--- src/logic/mcl_pkg.sv ---
// constants for the machine-check status logger
package mcl_pkg;
  // register byte offsets
  localparam logic [11:0] OFS_STAT_LO = 12'h000;
  localparam logic [11:0] OFS_STAT_HI = 12'h004;
  localparam logic [11:0] OFS_FAULT   = 12'h008;
  localparam logic [11:0] OFS_EXTRA   = 12'h00c;
  localparam logic [11:0] OFS_PERMIT  = 12'h010;

  // flag positions in the 64-bit log
  localparam int BIT_CTX  = 57;
  localparam int BIT_LOC  = 58;
  localparam int BIT_XTRA = 59;
  localparam int BIT_RPT  = 60;
  localparam int BIT_NCOR = 61;
  localparam int BIT_LOST = 62;
  localparam int BIT_LOGD = 63;

  // field positions
  localparam int CODE_LSB   = 0;
  localparam int DETAIL_LSB = 16;
  localparam int CNT_LSB    = 32;
  localparam int FMT_LSB    = 40;

  // primary fault codes
  localparam logic [15:0] CODE_INTERNAL = 16'h0400;
  localparam logic [15:0] CODE_L3_TAG   = 16'h010b;
  localparam logic [15:0] CODE_BUS      = 16'h0e0f;

  localparam logic [7:0]  CNT_MAX     = 8'hff;
  localparam logic [7:0]  CNT_RST     = 8'h00;
  localparam logic [63:0] STAT_RST    = 64'h0;
  localparam logic [31:0] WORD_RST    = 32'h0;
  localparam logic [2:0]  PERMIT_RST  = 3'h0;

  typedef enum logic [1:0] {
    MCL_KIND_INTERNAL,
    MCL_KIND_L3_TAG,
    MCL_KIND_BUS
  } mcl_kind_t;
endpackage

--- src/logic/mcl_entry_if.sv ---
// candidate log entry passed from the encoder to the logger
`timescale 1ns/1ns
interface mcl_entry_if;
  logic        valid;
  logic [63:0] word;
  logic        uc;
  logic        en;
  logic [31:0] addr;
  logic [31:0] misc;

  modport enc (output valid, output word, output uc, output en, output addr, output misc);
  modport log (input valid, input word, input uc, input en, input addr, input misc);
endinterface

--- src/logic/mcl_encoder.sv ---
// builds a complete status word for one reported error
`timescale 1ns/1ns
module mcl_encoder (
  input  wire logic              err_valid,
  input  wire mcl_pkg::mcl_kind_t err_kind,
  input  wire logic              err_uncorr,
  input  wire logic              err_ctx,
  input  wire logic              err_loc_ok,
  input  wire logic [31:0]       err_loc,
  input  wire logic              err_xtra_ok,
  input  wire logic [31:0]       err_xtra,
  input  wire logic [1:0]        err_xtra_fmt,
  input  wire logic [15:0]       err_detail,
  input  wire logic [2:0]        permit,
  input  wire logic [7:0]        corr_count,
  mcl_entry_if.enc               ent
);
  // ----------------------------------------------------------------
  // fault code lookup
  // ----------------------------------------------------------------
  // only the three used encodings can come out; reserved bus codes never do
  function automatic logic [15:0] fault_code(input mcl_pkg::mcl_kind_t k);
    case (k)
      mcl_pkg::MCL_KIND_L3_TAG: fault_code = mcl_pkg::CODE_L3_TAG;
      mcl_pkg::MCL_KIND_BUS:    fault_code = mcl_pkg::CODE_BUS;
      default:                  fault_code = mcl_pkg::CODE_INTERNAL;
    endcase
  endfunction

  // ----------------------------------------------------------------
  // entry assembly
  // ----------------------------------------------------------------
  logic       rpt;
  logic       ctx;
  logic [1:0] kidx;

  // the unused kind code is handled as internal, so it never indexes past the permit bits
  assign kidx = (err_kind == mcl_pkg::mcl_kind_t'(2'h3)) ? 2'h0 : err_kind;

  // the permit bit is gated by err_uncorr, so a correctable error never reports enabled
  assign rpt = err_uncorr & permit[kidx];
  assign ctx = err_uncorr | err_ctx;

  always_comb begin
    ent.word = mcl_pkg::STAT_RST;
    ent.word[mcl_pkg::CODE_LSB +: 16]   = fault_code(err_kind);
    ent.word[mcl_pkg::DETAIL_LSB +: 16] = err_detail;
    ent.word[mcl_pkg::CNT_LSB +: 8]     = corr_count;
    ent.word[mcl_pkg::FMT_LSB +: 2]     = err_xtra_fmt;
    ent.word[mcl_pkg::BIT_CTX]  = ctx;
    ent.word[mcl_pkg::BIT_LOC]  = err_loc_ok;
    ent.word[mcl_pkg::BIT_XTRA] = err_xtra_ok;
    ent.word[mcl_pkg::BIT_RPT]  = rpt;
    ent.word[mcl_pkg::BIT_NCOR] = err_uncorr;
    ent.word[mcl_pkg::BIT_LOGD] = 1'b1;
  end

  assign ent.valid = err_valid;
  assign ent.uc    = err_uncorr;
  assign ent.en    = rpt;
  assign ent.addr  = err_loc;
  assign ent.misc  = err_xtra;
endmodule

--- src/logic/mcl_logger.sv ---
// machine-check status logger: bank log, overwrite priority, apb slave
//
// The register offsets and the APB register port are this design's own decisions.
`timescale 1ns/1ns

// Overview of operation
// - context damaged set when uncorrected or corrupting
// - location flag set only with valid address
// - extra info flag set only with info
// - report flag reflects the permit bit
// - correctable errors never set report flag
// - not corrected flag follows correction result
// - lost flag set on error while logged
// - lost flag cleared only by software
// - enabled over disabled only when the logged entry is corrected, uncorrected over corrected
// - uncorrected entry never replaced by uncorrected
// - logged flag set on log, software clears
// - internal error code is 0400
// - cache tag error code is 010b
// - bus error code is 0e0f
// - reserved bus encodings never produced
// - model detail goes into bits 31:16
// - count in bits 39:32, extra format in bits 41:40
// - detail high half, fault code low half
module mcl_logger #(
  parameter int ADDR_W = 12
) (
  input  wire logic              clock,
  input  wire logic              reset,
  // apb slave
  input  wire logic              psel,
  input  wire logic              penable,
  input  wire logic              pwrite,
  input  wire logic [ADDR_W-1:0] paddr,
  input  wire logic [31:0]       pwdata,
  output logic [31:0]            prdata,
  output logic                   pready,
  output logic                   pslverr,
  // error report from the core
  input  wire logic              err_valid,
  input  wire mcl_pkg::mcl_kind_t err_kind,
  input  wire logic              err_uncorr,
  input  wire logic              err_ctx,
  input  wire logic              err_loc_ok,
  input  wire logic [31:0]       err_loc,
  input  wire logic              err_xtra_ok,
  input  wire logic [31:0]       err_xtra,
  input  wire logic [1:0]        err_xtra_fmt,
  input  wire logic [15:0]       err_detail,
  // status levels
  output logic                   entry_logged,
  output logic                   lost_error
);
  // ----------------------------------------------------------------
  // state
  // ----------------------------------------------------------------
  logic [63:0] stat_r;
  logic [63:0] stat_nxt;
  logic [31:0] fault_r;
  logic [31:0] fault_nxt;
  logic [31:0] extra_r;
  logic [31:0] extra_nxt;
  logic [2:0]  permit_r;
  logic [2:0]  permit_nxt;
  logic [7:0]  cnt_r;
  logic [7:0]  cnt_nxt;
  logic [31:0] prdata_r;
  logic [31:0] prdata_nxt;

  mcl_entry_if ent ();

  // ----------------------------------------------------------------
  // address decode
  // ----------------------------------------------------------------
  function automatic logic hit(input logic [ADDR_W-1:0] a, input logic [11:0] ofs);
    hit = (a == ADDR_W'(ofs));
  endfunction

  wire hit_lo     = hit(paddr, mcl_pkg::OFS_STAT_LO);
  wire hit_hi     = hit(paddr, mcl_pkg::OFS_STAT_HI);
  wire hit_fault  = hit(paddr, mcl_pkg::OFS_FAULT);
  wire hit_extra  = hit(paddr, mcl_pkg::OFS_EXTRA);
  wire hit_permit = hit(paddr, mcl_pkg::OFS_PERMIT);
  wire mapped     = hit_lo | hit_hi | hit_fault | hit_extra | hit_permit;

  wire setup  = psel & ~penable;
  wire access = psel & penable;
  wire wr_ok  = access & pwrite & mapped;

  // zero wait states: read data is captured in the setup cycle
  assign pready  = access;
  assign pslverr = access & ~mapped;
  assign prdata  = prdata_r;

  // ----------------------------------------------------------------
  // software clear
  // ----------------------------------------------------------------
  // writes can only clear bits; a written zero word empties that half
  wire [31:0] lo_mask = (wr_ok & hit_lo) ? pwdata : 32'hffffffff;
  wire [31:0] hi_mask = (wr_ok & hit_hi) ? pwdata : 32'hffffffff;

  wire [63:0] base = stat_r & {hi_mask, lo_mask};

  wire base_logd = base[mcl_pkg::BIT_LOGD];
  wire base_uc   = base[mcl_pkg::BIT_NCOR];
  wire base_en   = base[mcl_pkg::BIT_RPT];
  wire base_lost = base[mcl_pkg::BIT_LOST];

  // ----------------------------------------------------------------
  // overwrite priority
  // ----------------------------------------------------------------
  // a clear landing in the same cycle as an error is applied first,
  // so the new error finds an empty bank and is not lost
  wire both_uc  = base_uc & ent.uc;
  wire promote  = (ent.en & ~base_en) | (ent.uc & ~base_uc);
  wire take     = ent.valid & (~base_logd | (~both_uc & promote));
  wire lost_set = ent.valid & base_logd;

  always_comb begin
    stat_nxt = take ? ent.word : base;
    // lost flag only ever set here; cleared only through base
    stat_nxt[mcl_pkg::BIT_LOST] = base_lost | lost_set;
  end

  // address and extra info travel with the entry they describe
  assign fault_nxt = take ? ent.addr : fault_r;
  assign extra_nxt = take ? ent.misc : extra_r;

  // ----------------------------------------------------------------
  // correctable event count
  // ----------------------------------------------------------------
  // saturating, counts since reset; first correctable event reads 1
  wire cnt_inc = err_valid & ~err_uncorr & (cnt_r != mcl_pkg::CNT_MAX);

  assign cnt_nxt = cnt_inc ? cnt_r + 8'h01 : cnt_r;

  // ----------------------------------------------------------------
  // permit register
  // ----------------------------------------------------------------
  assign permit_nxt = (wr_ok & hit_permit) ? pwdata[2:0] : permit_r;

  // ----------------------------------------------------------------
  // read mux
  // ----------------------------------------------------------------
  always_comb begin
    prdata_nxt = prdata_r;
    if (setup) begin
      prdata_nxt = 32'h0;
      if (hit_lo) begin
        prdata_nxt = stat_r[31:0];
      end
      if (hit_hi) begin
        prdata_nxt = stat_r[63:32];
      end
      if (hit_fault) begin
        prdata_nxt = fault_r;
      end
      if (hit_extra) begin
        prdata_nxt = extra_r;
      end
      if (hit_permit) begin
        prdata_nxt = {29'h0, permit_r};
      end
    end
  end

  // ----------------------------------------------------------------
  // entry encoder
  // ----------------------------------------------------------------
  mcl_encoder u_encoder (
    .err_valid    (err_valid),
    .err_kind     (err_kind),
    .err_uncorr   (err_uncorr),
    .err_ctx      (err_ctx),
    .err_loc_ok   (err_loc_ok),
    .err_loc      (err_loc),
    .err_xtra_ok  (err_xtra_ok),
    .err_xtra     (err_xtra),
    .err_xtra_fmt (err_xtra_fmt),
    .err_detail   (err_detail),
    .permit       (permit_r),
    .corr_count   (cnt_nxt),
    .ent          (ent.enc)
  );

  // ----------------------------------------------------------------
  // registers
  // ----------------------------------------------------------------
  always_ff @(posedge clock) begin
    if (reset) begin
      stat_r <= mcl_pkg::STAT_RST;
      fault_r <= mcl_pkg::WORD_RST;
      extra_r <= mcl_pkg::WORD_RST;
    end else begin
      stat_r <= stat_nxt;
      fault_r <= fault_nxt;
      extra_r <= extra_nxt;
    end
  end

  always_ff @(posedge clock) begin
    if (reset) begin
      permit_r <= mcl_pkg::PERMIT_RST;
      cnt_r <= mcl_pkg::CNT_RST;
      prdata_r <= mcl_pkg::WORD_RST;
    end else begin
      permit_r <= permit_nxt;
      cnt_r <= cnt_nxt;
      prdata_r <= prdata_nxt;
    end
  end

  // ----------------------------------------------------------------
  // status outputs
  // ----------------------------------------------------------------
  assign entry_logged = stat_r[mcl_pkg::BIT_LOGD];
  assign lost_error   = stat_r[mcl_pkg::BIT_LOST];
endmodule

--- config.mk ---
export PLATFORM = sky130hd
export DESIGN_NAME = mcl_logger
export DESIGN_NICKNAME = d
export VERILOG_FILES = /design/src/logic/mcl_pkg.sv /design/src/logic/mcl_entry_if.sv /design/src/logic/mcl_encoder.sv /design/src/logic/mcl_logger.sv
export SDC_FILE = /design/constraint.sdc
export NUM_CORES = 1
export LEC_CHECK = 0
export BUFFER_PORTS_ARGS = -buffer_cell sky130_fd_sc_hd__buf_2
export CAP_MARGIN = 40
export CORE_MARGIN = 2
export CORE_UTILIZATION = 54
export CTS_CLUSTER_SIZE = 24
export DETAILED_ROUTE_END_ITERATION = 8
export MAX_ROUTING_LAYER = met4
export PLACE_DENSITY = 0.8
export SETUP_SLACK_MARGIN = 0.15
export SYNTH_ARGS = -nofsm -noshare
export SYNTH_HDL_FRONTEND = slang
export SYNTH_SLANG_ARGS = --single-unit
--- constraint.sdc ---
create_clock -name clock -period 2.3 [get_ports clock]
set_input_delay 0.115 -clock clock [delete_from_list [all_inputs] [get_ports clock]]
set_output_delay 0.115 -clock clock [all_outputs]
set_load 0.005 [all_outputs]
## Yosys cells after proc, flatten, opt, wreduce, memory -nomap -nowiden

Index checks and enable logic that the tools add are counted.
W data, S select, Z words.

- Word-level logic and storage cells: 65
- Output and inout port bits: 36
- Register bits after elaboration: 171
- Bits of input ports: 138

- Bitwise operators: 33
- Add/sub/neg operators: 1
- Reduce and logical (&&, ||, !) cells: 2
- Multiplexer cells: 13
- Equality and inequality tests: 8
- Order comparisons: 1

Operator list:

| operator | count |
|---|---|
| $mux W32 | 7 |
| $and A64 B64 Y64 | 1 |
| $mux W64 | 1 |
| $eq A12 B4 Y1 const B | 2 |
| $pmux W12 S2 | 1 |
| $and A1 B1 Y1 | 17 |
| $eq A12 B3 Y1 const B | 1 |
| $eq A12 B5 Y1 const B | 1 |
| $logic_not A12 Y1 | 1 |
| $add A8 B1 Y8 const B | 1 |
| $mux W8 | 1 |
| $ne A8 B8 Y1 const B | 1 |
| $or A1 B1 Y1 | 8 |
| $not A1 Y1 | 7 |
| $eq A2 B2 Y1 const B | 2 |
| $lt A2 B3 Y1 const B | 1 |
| $bmux W1 S2 | 1 |
| $eq A2 B1 Y1 const B | 1 |
| $mux W2 | 1 |
| $reduce_or A2 Y1 | 1 |
| $mux W1 | 1 |

## Depth between registers and ports, before layout

Gate-level depths: netlist of run 1.

- Depth after elaboration: 16
- Gate-level depth with buffers: 8
- Mapped depth without buffers: 6

## Hierarchy

From an unflattened synthesis of run 1, not the netlist that was laid out.

- Cells, all modules: 1,034
- Area, all modules: 9,156.3 µm²

Modules (own cells, without submodules):

| module | times used | sequential area each (µm²) | cells each | area an instance (µm²) |
|---|---|---|---|---|
| mcl_logger | 1 | 3,423.3 | 893 | 8,101.5 |
| mcl_encoder | 1 | 0.0 | 141 | 1,054.8 |

## Least setup slack after synthesis of run 1

Ideal clock, no wire load.

- Path kind: input to register
- From: in paddr[9]
- To: reg stat_r[30]
- Stages on the path: 6
- Setup time: 0.123 ns
- Data arrival time: 1.634 ns
- Path buffers: 1
- Setup slack: 0.543 ns
- Path through: or4_1 > nor4_4 > nand3_2 > clkbuf_1 > o211ai_1 > mux2i_1

- Cells in the longest elaborated chain, start to end: 16
- Elaborated cells on any way between the ends: 27
- Those cells by class: eq/ne (4); mux (3); bitwise (19); reduce/logical (1)

Ends and longest elaborated chain:

| element | line | RTL |
|---|---|---|
| start: declaration | mcl_logger.sv:34 | `input wire logic [ADDR_W-1:0] paddr,` |
| $eq A12 B3 Y1 or $logic_not A12 Y1 (tied branches) | mcl_logger.sv:76 | `hit = (a == ADDR_W'(ofs));` |
| $or A1 B1 Y1 (4 in a row) | mcl_logger.sv:84 | `wire mapped = hit_lo \| hit_hi \| hit_fault \| hit_extra \| hit_permit;` |
| $and A1 B1 Y1 | mcl_logger.sv:88 | `wire wr_ok = access & pwrite & mapped;` |
| $and A1 B1 Y1 | mcl_logger.sv:100 | `wire [31:0] hi_mask = (wr_ok & hit_hi) ? pwdata : 32'hffffffff;` |
| $mux W32 | mcl_logger.sv:100 |  |
| $and A64 B64 Y64 (*) | mcl_logger.sv:102 | `wire [63:0] base = stat_r & {hi_mask, lo_mask};` |
| $not A1 Y1 | mcl_logger.sv:115 | `wire promote = (ent.en & ~base_en) \| (ent.uc & ~base_uc);` |
| $and A1 B1 Y1 | mcl_logger.sv:115 |  |
| $or A1 B1 Y1 | mcl_logger.sv:115 |  |
| $and A1 B1 Y1 | mcl_logger.sv:116 | `wire take = ent.valid & (~base_logd \| (~both_uc & promote));` |
| $or A1 B1 Y1 | mcl_logger.sv:116 |  |
| $and A1 B1 Y1 | mcl_logger.sv:116 |  |
| $mux W64 (*) | mcl_logger.sv:120 | `stat_nxt = take ? ent.word : base;` |
| end signal: assignment | mcl_logger.sv:191 | `stat_r <= mcl_pkg::STAT_RST;` |
| end signal: assignment | mcl_logger.sv:195 | `stat_r <= stat_nxt;` |
| end: declaration | mcl_logger.sv:57 | `logic [63:0] stat_r;` |

Mark *: on every way between the ends. The rest lies on a longest branch, timed or not.
A chain may end at the register's enable or synchronous reset.

## Final worst setup path of run 1

- From: reg cnt_r[0]
- To: reg stat_r[33]

- Cells in the longest elaborated chain, start to end: 4
- Elaborated cells on any way between the ends: 5
- Those cells by class: add/sub (1); eq/ne (1); mux (2); bitwise (1)

Ends and longest elaborated chain:

| element | line | RTL |
|---|---|---|
| start: declaration | mcl_logger.sv:65 | `logic [7:0] cnt_r;` |
| start signal: assignment | mcl_logger.sv:204 | `cnt_r <= mcl_pkg::CNT_RST;` |
| start signal: assignment | mcl_logger.sv:208 | `cnt_r <= cnt_nxt;` |
| branches (longest 2 deep; another with $add A8 B1 Y8) | - |  |
| $mux W8 (*) | mcl_logger.sv:135 | `assign cnt_nxt = cnt_inc ? cnt_r + 8'h01 : cnt_r;` |
| $mux W64 (*) | mcl_logger.sv:120 |  |

Every way passes the cells marked *.

==> run summary, run 1 <==
crit-path max FO: 4
first-pass GRT wire length: 35,400 µm
RSZ-0062 raised after global routing: false
critical path class: flip-flop to flip-flop
area fraction of the dominant cell type after synthesis: 0.470
Layout Nets: 1,178
Net Count, Synth: 933
sw frac: 0.229
Setup TNS: 0 ns
routed via count: 7,160
final WL: 22,700 µm
Max Freq: 565 MHz
largest net degree at the start of global routing: 95
Most used DFF post-synth: dfxtp_1
drc violations: 0
count of final setup violators: 0
clock network power share: 0.430
via/cell ratio: 5.86
Pint: 5.30 mW
area occupied by multi-input gates: 3570 µm²
Distinct cells, synth: 49
core area: 13,200 µm²
Num CTS Buffers: 17
sequential power share: 0.461
total gr overflow: 0
Design Power: 6.87 mW
latest clock arrival within the worst-skew pair: 0.43 ns
#FFs+latches synth: 171
FP Rows: 42
Routability Congestion: 0.897
Leakage Power: 4.10 nW
Seq/Total Area, Yosys: 0.470
fin. max-slew vios: 0
Initial Util: 0.553
detailed placer's ending HPWL: 12,900 µm
antenna violations before repair: 0
Switch Pwr: 1.57 mW
Hold Crit Class: input pin to flip-flop
Crit path largest cell delay: 0.44 ns
die area: 14,400 µm²
YS warnings: 0
vias in the first global route: 7,016
Max Buffers Root-to-Sink: 2
Reg area: 3420 µm²
clk sinks: 171
CP startpoint kind: flip-flop
most frequent cells in the layout: buf_2, dfxtp_1, nand2_1
die height: 120 µm
synthesized area per cell: 9.23 µm²
Synth Cell Area: 7290 µm²
GRT Total Usage: 0.323
maxcap violations: 0
headroom to the max-slew limit: 0.461
status: finished clean
Worst-path clk slew: 0.06 ns
min Tclk post-route: 1.77 ns
Die Wd: 120 µm
clk_skew: 0.00668 ns
Final ANT Viol Nets: 0
Worst path slowest cell: o21ai_0
pwr dens: 695 nW/µm²
number of flops mapped to enable cells by yosys: 0
Buffers on Ports: 173
Final Hold Violating Endpoints: 0
share of cells above drive strength 1: 0.238
Fill cells: 886
Tcrit/Tclk final: 0.769
CP Capture Type: flip-flop
starting DRC count in detailed routing: 780
worst slew pin tran: 0.808 ns
area leader, netlist: dfxtp_1
worst-path cell chain: ha_1, nand3_1, o21ai_0, mux2i_1, nor2_1, a2bb2oi_1
H-Tree Level Count: 4
cells after synthesis: 790
Max VDD drop: 0.000506 V
postcts setup bufs: 0
Root Driver: clkbuf_16
Required @ worst endpoint: 2.61 ns
ANT cells: 0
Area Overhead vs Synth: 35.5%
WL/cell: 18.6 µm
CTS resizes: 0
Worst EP arrival: 2.08 ns
most common cell after layout, fill and taps aside: buf_2
TritonCTS clock tree: yes
drt pass-1 iters: 8
post-synthesis async set-or-reset flop share: 0
Synth area leaders: dfxtp_1, mux2i_1, nand2_1, a222oi_1, o211ai_1
top-level port count: 174
Combinational Power Share: 0.109
[power groups by stage]
stage | clock, mW | combinational [mW] | sequential, mW
final | 2.95 | 0.750 | 3.17
after global routing | 3.12 | 0.808 | 3.18
after CTS | 2.97 | 0.724 | 3.16
after detailed placement | 0 | 0.605 | 3.22
after global placement | 0 | 0.591 | 3.22
after floorplan | 0 | 0.364 | 3.20
[through the flow]
step	cell area (µm²)	worst slack, ns	hold slack, ns	util	instances
global placement	8350	0.324	0.363	0.633	1101
global route	9880	0.316	0.0137	0.749	1222
floorplan	7290	0.543	0.251	-	790
finish	9880	0.531	0.00996	0.749	1222
CTS	9880	0.538	0.0000681	0.749	1222
detailed placement	8380	0.274	0.367	0.635	1103
[cells by family after synthesis]
kind of cell	share of synthesized area
and+or+nand+nor	0.151
AOI/OAI and AO/OA	0.190
DFF	0.470
muxes	0.130
buffers and inverters	0.0444
xor gates and xnor gates	0.00601
adders and majority gates	0.00858
[worst paths after layout]
path	start	end	slack, ns	depth (start not counted)
max	cnt_r[0]	stat_r[33]	0.53	6
min reg2reg	prdata[0]	prdata[0]	0.45	2
max reg2reg	cnt_r[0]	stat_r[33]	0.53	6
min	pwdata[7]	stat_r[7]	0.01	3
[Yosys cell counts, types with 2 or more instances]
library cell,n
dfxtp_1,171
nand2_1,162
mux2i_1,89
clkbuf_1,45
o21ai_0,43
o21ai_1,40
o211ai_1,32
a222oi_1,28
a22oi_1,28
nor3_1,25
nor2_1,15
a21oi_1,12
a2bb2oi_1,8
buf_4,8
buf_2,7
inv_1,7
ha_1,5
nand3_1,5
or4_1,5
a221oi_1,4
nand4_1,4
or2_2,4
and4_1,3
buf_6,3
mux2_2,3
nand2b_1,3
xor2_1,3
nand3_2,2
nor2b_1,2
nor3b_1,2
nor4_4,2
or3_1,2
xnor2_1,2
[sequential cells by signal, summed over array words and instances (netlist names)]
signal    flops
fault_r      32
permit_r      3
prdata       32
extra_r      32
stat_r       64
cnt_r         8
[cell type report]
class / count / share of cell area
timing repair buffer: 289 / 0.205
inverter: 7 / 0.00291
clock inverter: 8 / 0.0116
sequential: 171 / 0.346
multi-input combinational: 549 / 0.362
tap: 176 / 0.0223
clock buffer: 22 / 0.0500
[worst max-delay path, delay by kind of cell (launching register included)]
family / cells / cell delay (ns)
AO/OA/AOI/OAI: 2 / 0.60
flip-flops: 1 / 0.40
multiplexers: 1 / 0.23
adder cells (fa/ha/maj): 1 / 0.22
AND/OR/NAND/NOR: 2 / 0.21
[what timing repair did]
action / CTS / global route
hold buffers: 89 / 0
endpoints found under the setup margin: 0 / 0
endpoints found under the hold margin: 89 / 0
[layer usage]
metal,global-route usage,share of wire
met1,0.388,0.41
met2,0.527,0.49
met3,0.0613,0.070
met4,0.153,0.033
met5,-,0
No activity file was read; power rests on OpenSTA's default activity.
==> run 2: changes to the inputs <==
clock period = 1.8 ns   (was 2.3 ns; I/O delays follow)
==> run summary, run 2 (synthesized netlist as in run 1, its figures left out) <==
RSZ-0062 raised after global routing: true
detailed placer's ending HPWL: 13,200 µm (+2.1%)
Largest Register: stat_r
Num CTS Buffers: 17 (unchanged)
GRT Total Usage: 0.325 (+0.00121)
clk_skew: 0.00862 ns (+0.00194 ns)
Post-Layout Inst Area: 10,200 µm² (+2.7%)
headroom to the max-slew limit: 0.495 (+0.0342)
worst slew pin tran: 0.757 ns (-0.0512 ns)
met1 global-route usage: 0.395 (+0.00751)
top-level port count: 174 (unchanged)
min Tclk post-route: 1.61 ns (-0.154 ns)
die height: 120 µm (unchanged)
CP Capture Type: flip-flop
most common cell after layout, fill and taps aside: buf_2
total gr overflow: 0 (unchanged)
max reg flops: 64 (unchanged)
postcts setup bufs: 0 (unchanged)
core area: 13,200 µm² (unchanged)
hold slack: 0.00133 ns (-0.00863 ns)
Max Buffers Root-to-Sink: 2 (unchanged)
Worst-path clk slew: 0.06 ns (about the same)
pwr dens: 846 nW/µm² (+22%)
Placement Cell Area: 8550 µm² (+2.1%)
Final Hold Violating Endpoints: 0 (unchanged)
hold path start: pwdata[19]
share of cells above drive strength 1: 0.248 (+0.0103)
r2r endpoint: stat_r[36]
antenna violations before repair: 1 (+1)
Hold Crit Class: input pin to flip-flop
vias in the first global route: 7,178 (+2.3%)
crit-path max FO: 3 (-1)
r2r startpoint: cnt_r[1]
non-filler cells, final: 1,244 (+1.8%)
Design Power: 8.59 mW (+25%)
clk sinks: 171 (unchanged)
Required @ worst endpoint: 2.12 ns (-0.49 ns)
Buffers on Ports: 173 (unchanged)
starting DRC count in detailed routing: 961 (+23%)
timing endpoint of the critical path: stat_r[36]
Final ANT Viol Nets: 0 (unchanged)
die area: 14,400 µm² (unchanged)
Max VDD drop: 0.000738 V (+46%)
via/cell ratio: 5.84 (-0.37%)
Layout Nets: 1,197 (+1.6%)
drt pass-1 iters: 7 (-1)
grt met3 use: 0.0566 (-0.00472)
count of final setup violators: 0 (unchanged)
latest clock arrival within the worst-skew pair: 0.43 ns (about the same)
most frequent cells in the layout: buf_2, dfxtp_1, nand2_1
drc violations: 0 (unchanged)
met2 Usage GRT: 0.547 (+0.0199)
final WL: 23,000 µm (+0.95%)
maxcap violations: 0 (unchanged)
critical path class: flip-flop to flip-flop
TritonCTS clock tree: yes
Area Overhead vs Synth: 39.2%
placed cell count: 1,110 (+0.63%)
H-Tree Level Count: 4 (unchanged)
Initial Util: 0.553 (unchanged)
Max Freq: 619 MHz (+9.5%)
largest net degree at the start of global routing: 182 (+92%)
Worst setup startpoint: cnt_r[1]
Final Core Density: 0.770 (+0.0206)
first-pass GRT wire length: 36,100 µm (+2.1%)
CP startpoint kind: flip-flop
Routability Congestion: 0.872 (-2.7%)
routed via count: 7,262 (+1.4%)
WL/cell: 18.5 µm (-0.84%)
Worst Reg-to-Reg Cells: 6 (unchanged)
Leakage Power: 4.20 nW (+2.4%)
R2R setup slack: 0.19 ns (-0.35 ns)
Worst EP arrival: 1.93 ns (-0.15 ns)
status: finished clean
fin. max-slew vios: 0 (unchanged)
grt peak-use layer: met2
Fill cells: 856 (-3.4%)
Tcrit/Tclk final: 0.897 (+0.128)
Root Driver: clkbuf_16
Die Wd: 120 µm (unchanged)
FP Rows: 42 (unchanged)
## run 2: changes by cell type in the layout (fill, tap and decap cells not counted), sizes merged
cell / delta
dlygate4sd3: +12
diode: +1
clkinvlp: +2
clkinv: +2
buf: +7
bufinv: -1
inv: +1
clkbuf: -2
## run 2: timing repair
action                                  in CTS  in global routing
gates resized for setup                      3                  4
endpoints found under the hold margin       99                  0
hold buffers                               101                  0
endpoints found under the setup margin       2                  6
## run 2: power by group
| group | switching, mW | total [mW] | internal (mW) |
|---|---|---|---|
| logic | 0.498 | 1.01 | 0.513 |
| clock network | 1.47 | 3.54 | 2.07 |
| registers | 0.0918 | 4.04 | 3.95 |
## run 2: final cells by class
type	count	area, µm²	share of cell area
repair buffers	308	2290	0.225
diodes	1	2.50	0.000246
flip-flops and latches	171	3420	0.337
inverters	7	28.8	0.00283
multi-input cells	549	3620	0.357
well taps	176	220	0.0217
clock buffers	20	447	0.0440
clock inverters	12	123	0.0121
## run 2: routing by layer
layer	part of all wire	wire (µm)
met4	0.022	506
met3	0.076	1750
met1	0.41	9310
met5	0	0
met2	0.50	11400
## run 2: per-stage QoR
step	TNS (ns)	setup slack [ns]
2_1_floorplan	0	0.158
3_3_place_gp	0	0.0111
3_5_place_dp	-0.229	-0.0294
4_1_cts	0	0.173
5_1_grt	0	0.122
6_report	0	0.185
## run 2: critical path, cell delays in order, from the launching register on
cell and delay (ns):
dfxtp_1 0.36, ha_2 0.21, nand2_1 0.10, a2111oi_1 0.44
xnor2_1 0.17, nor2_1 0.07, a2bb2oi_1 0.15
## run 2: how the worst min path moves through the flow
stage	end	slack [ns]	depth (start not counted)
after CTS	stat_r[22]	0.001	3
final	stat_r[51]	0.001	3
after floorplan	permit_r[0]	0.23	2
after global routing	stat_r[56]	0.002	3
after global placement	extra_r[11]	0.34	3
after detailed placement	extra_r[10]	0.34	3
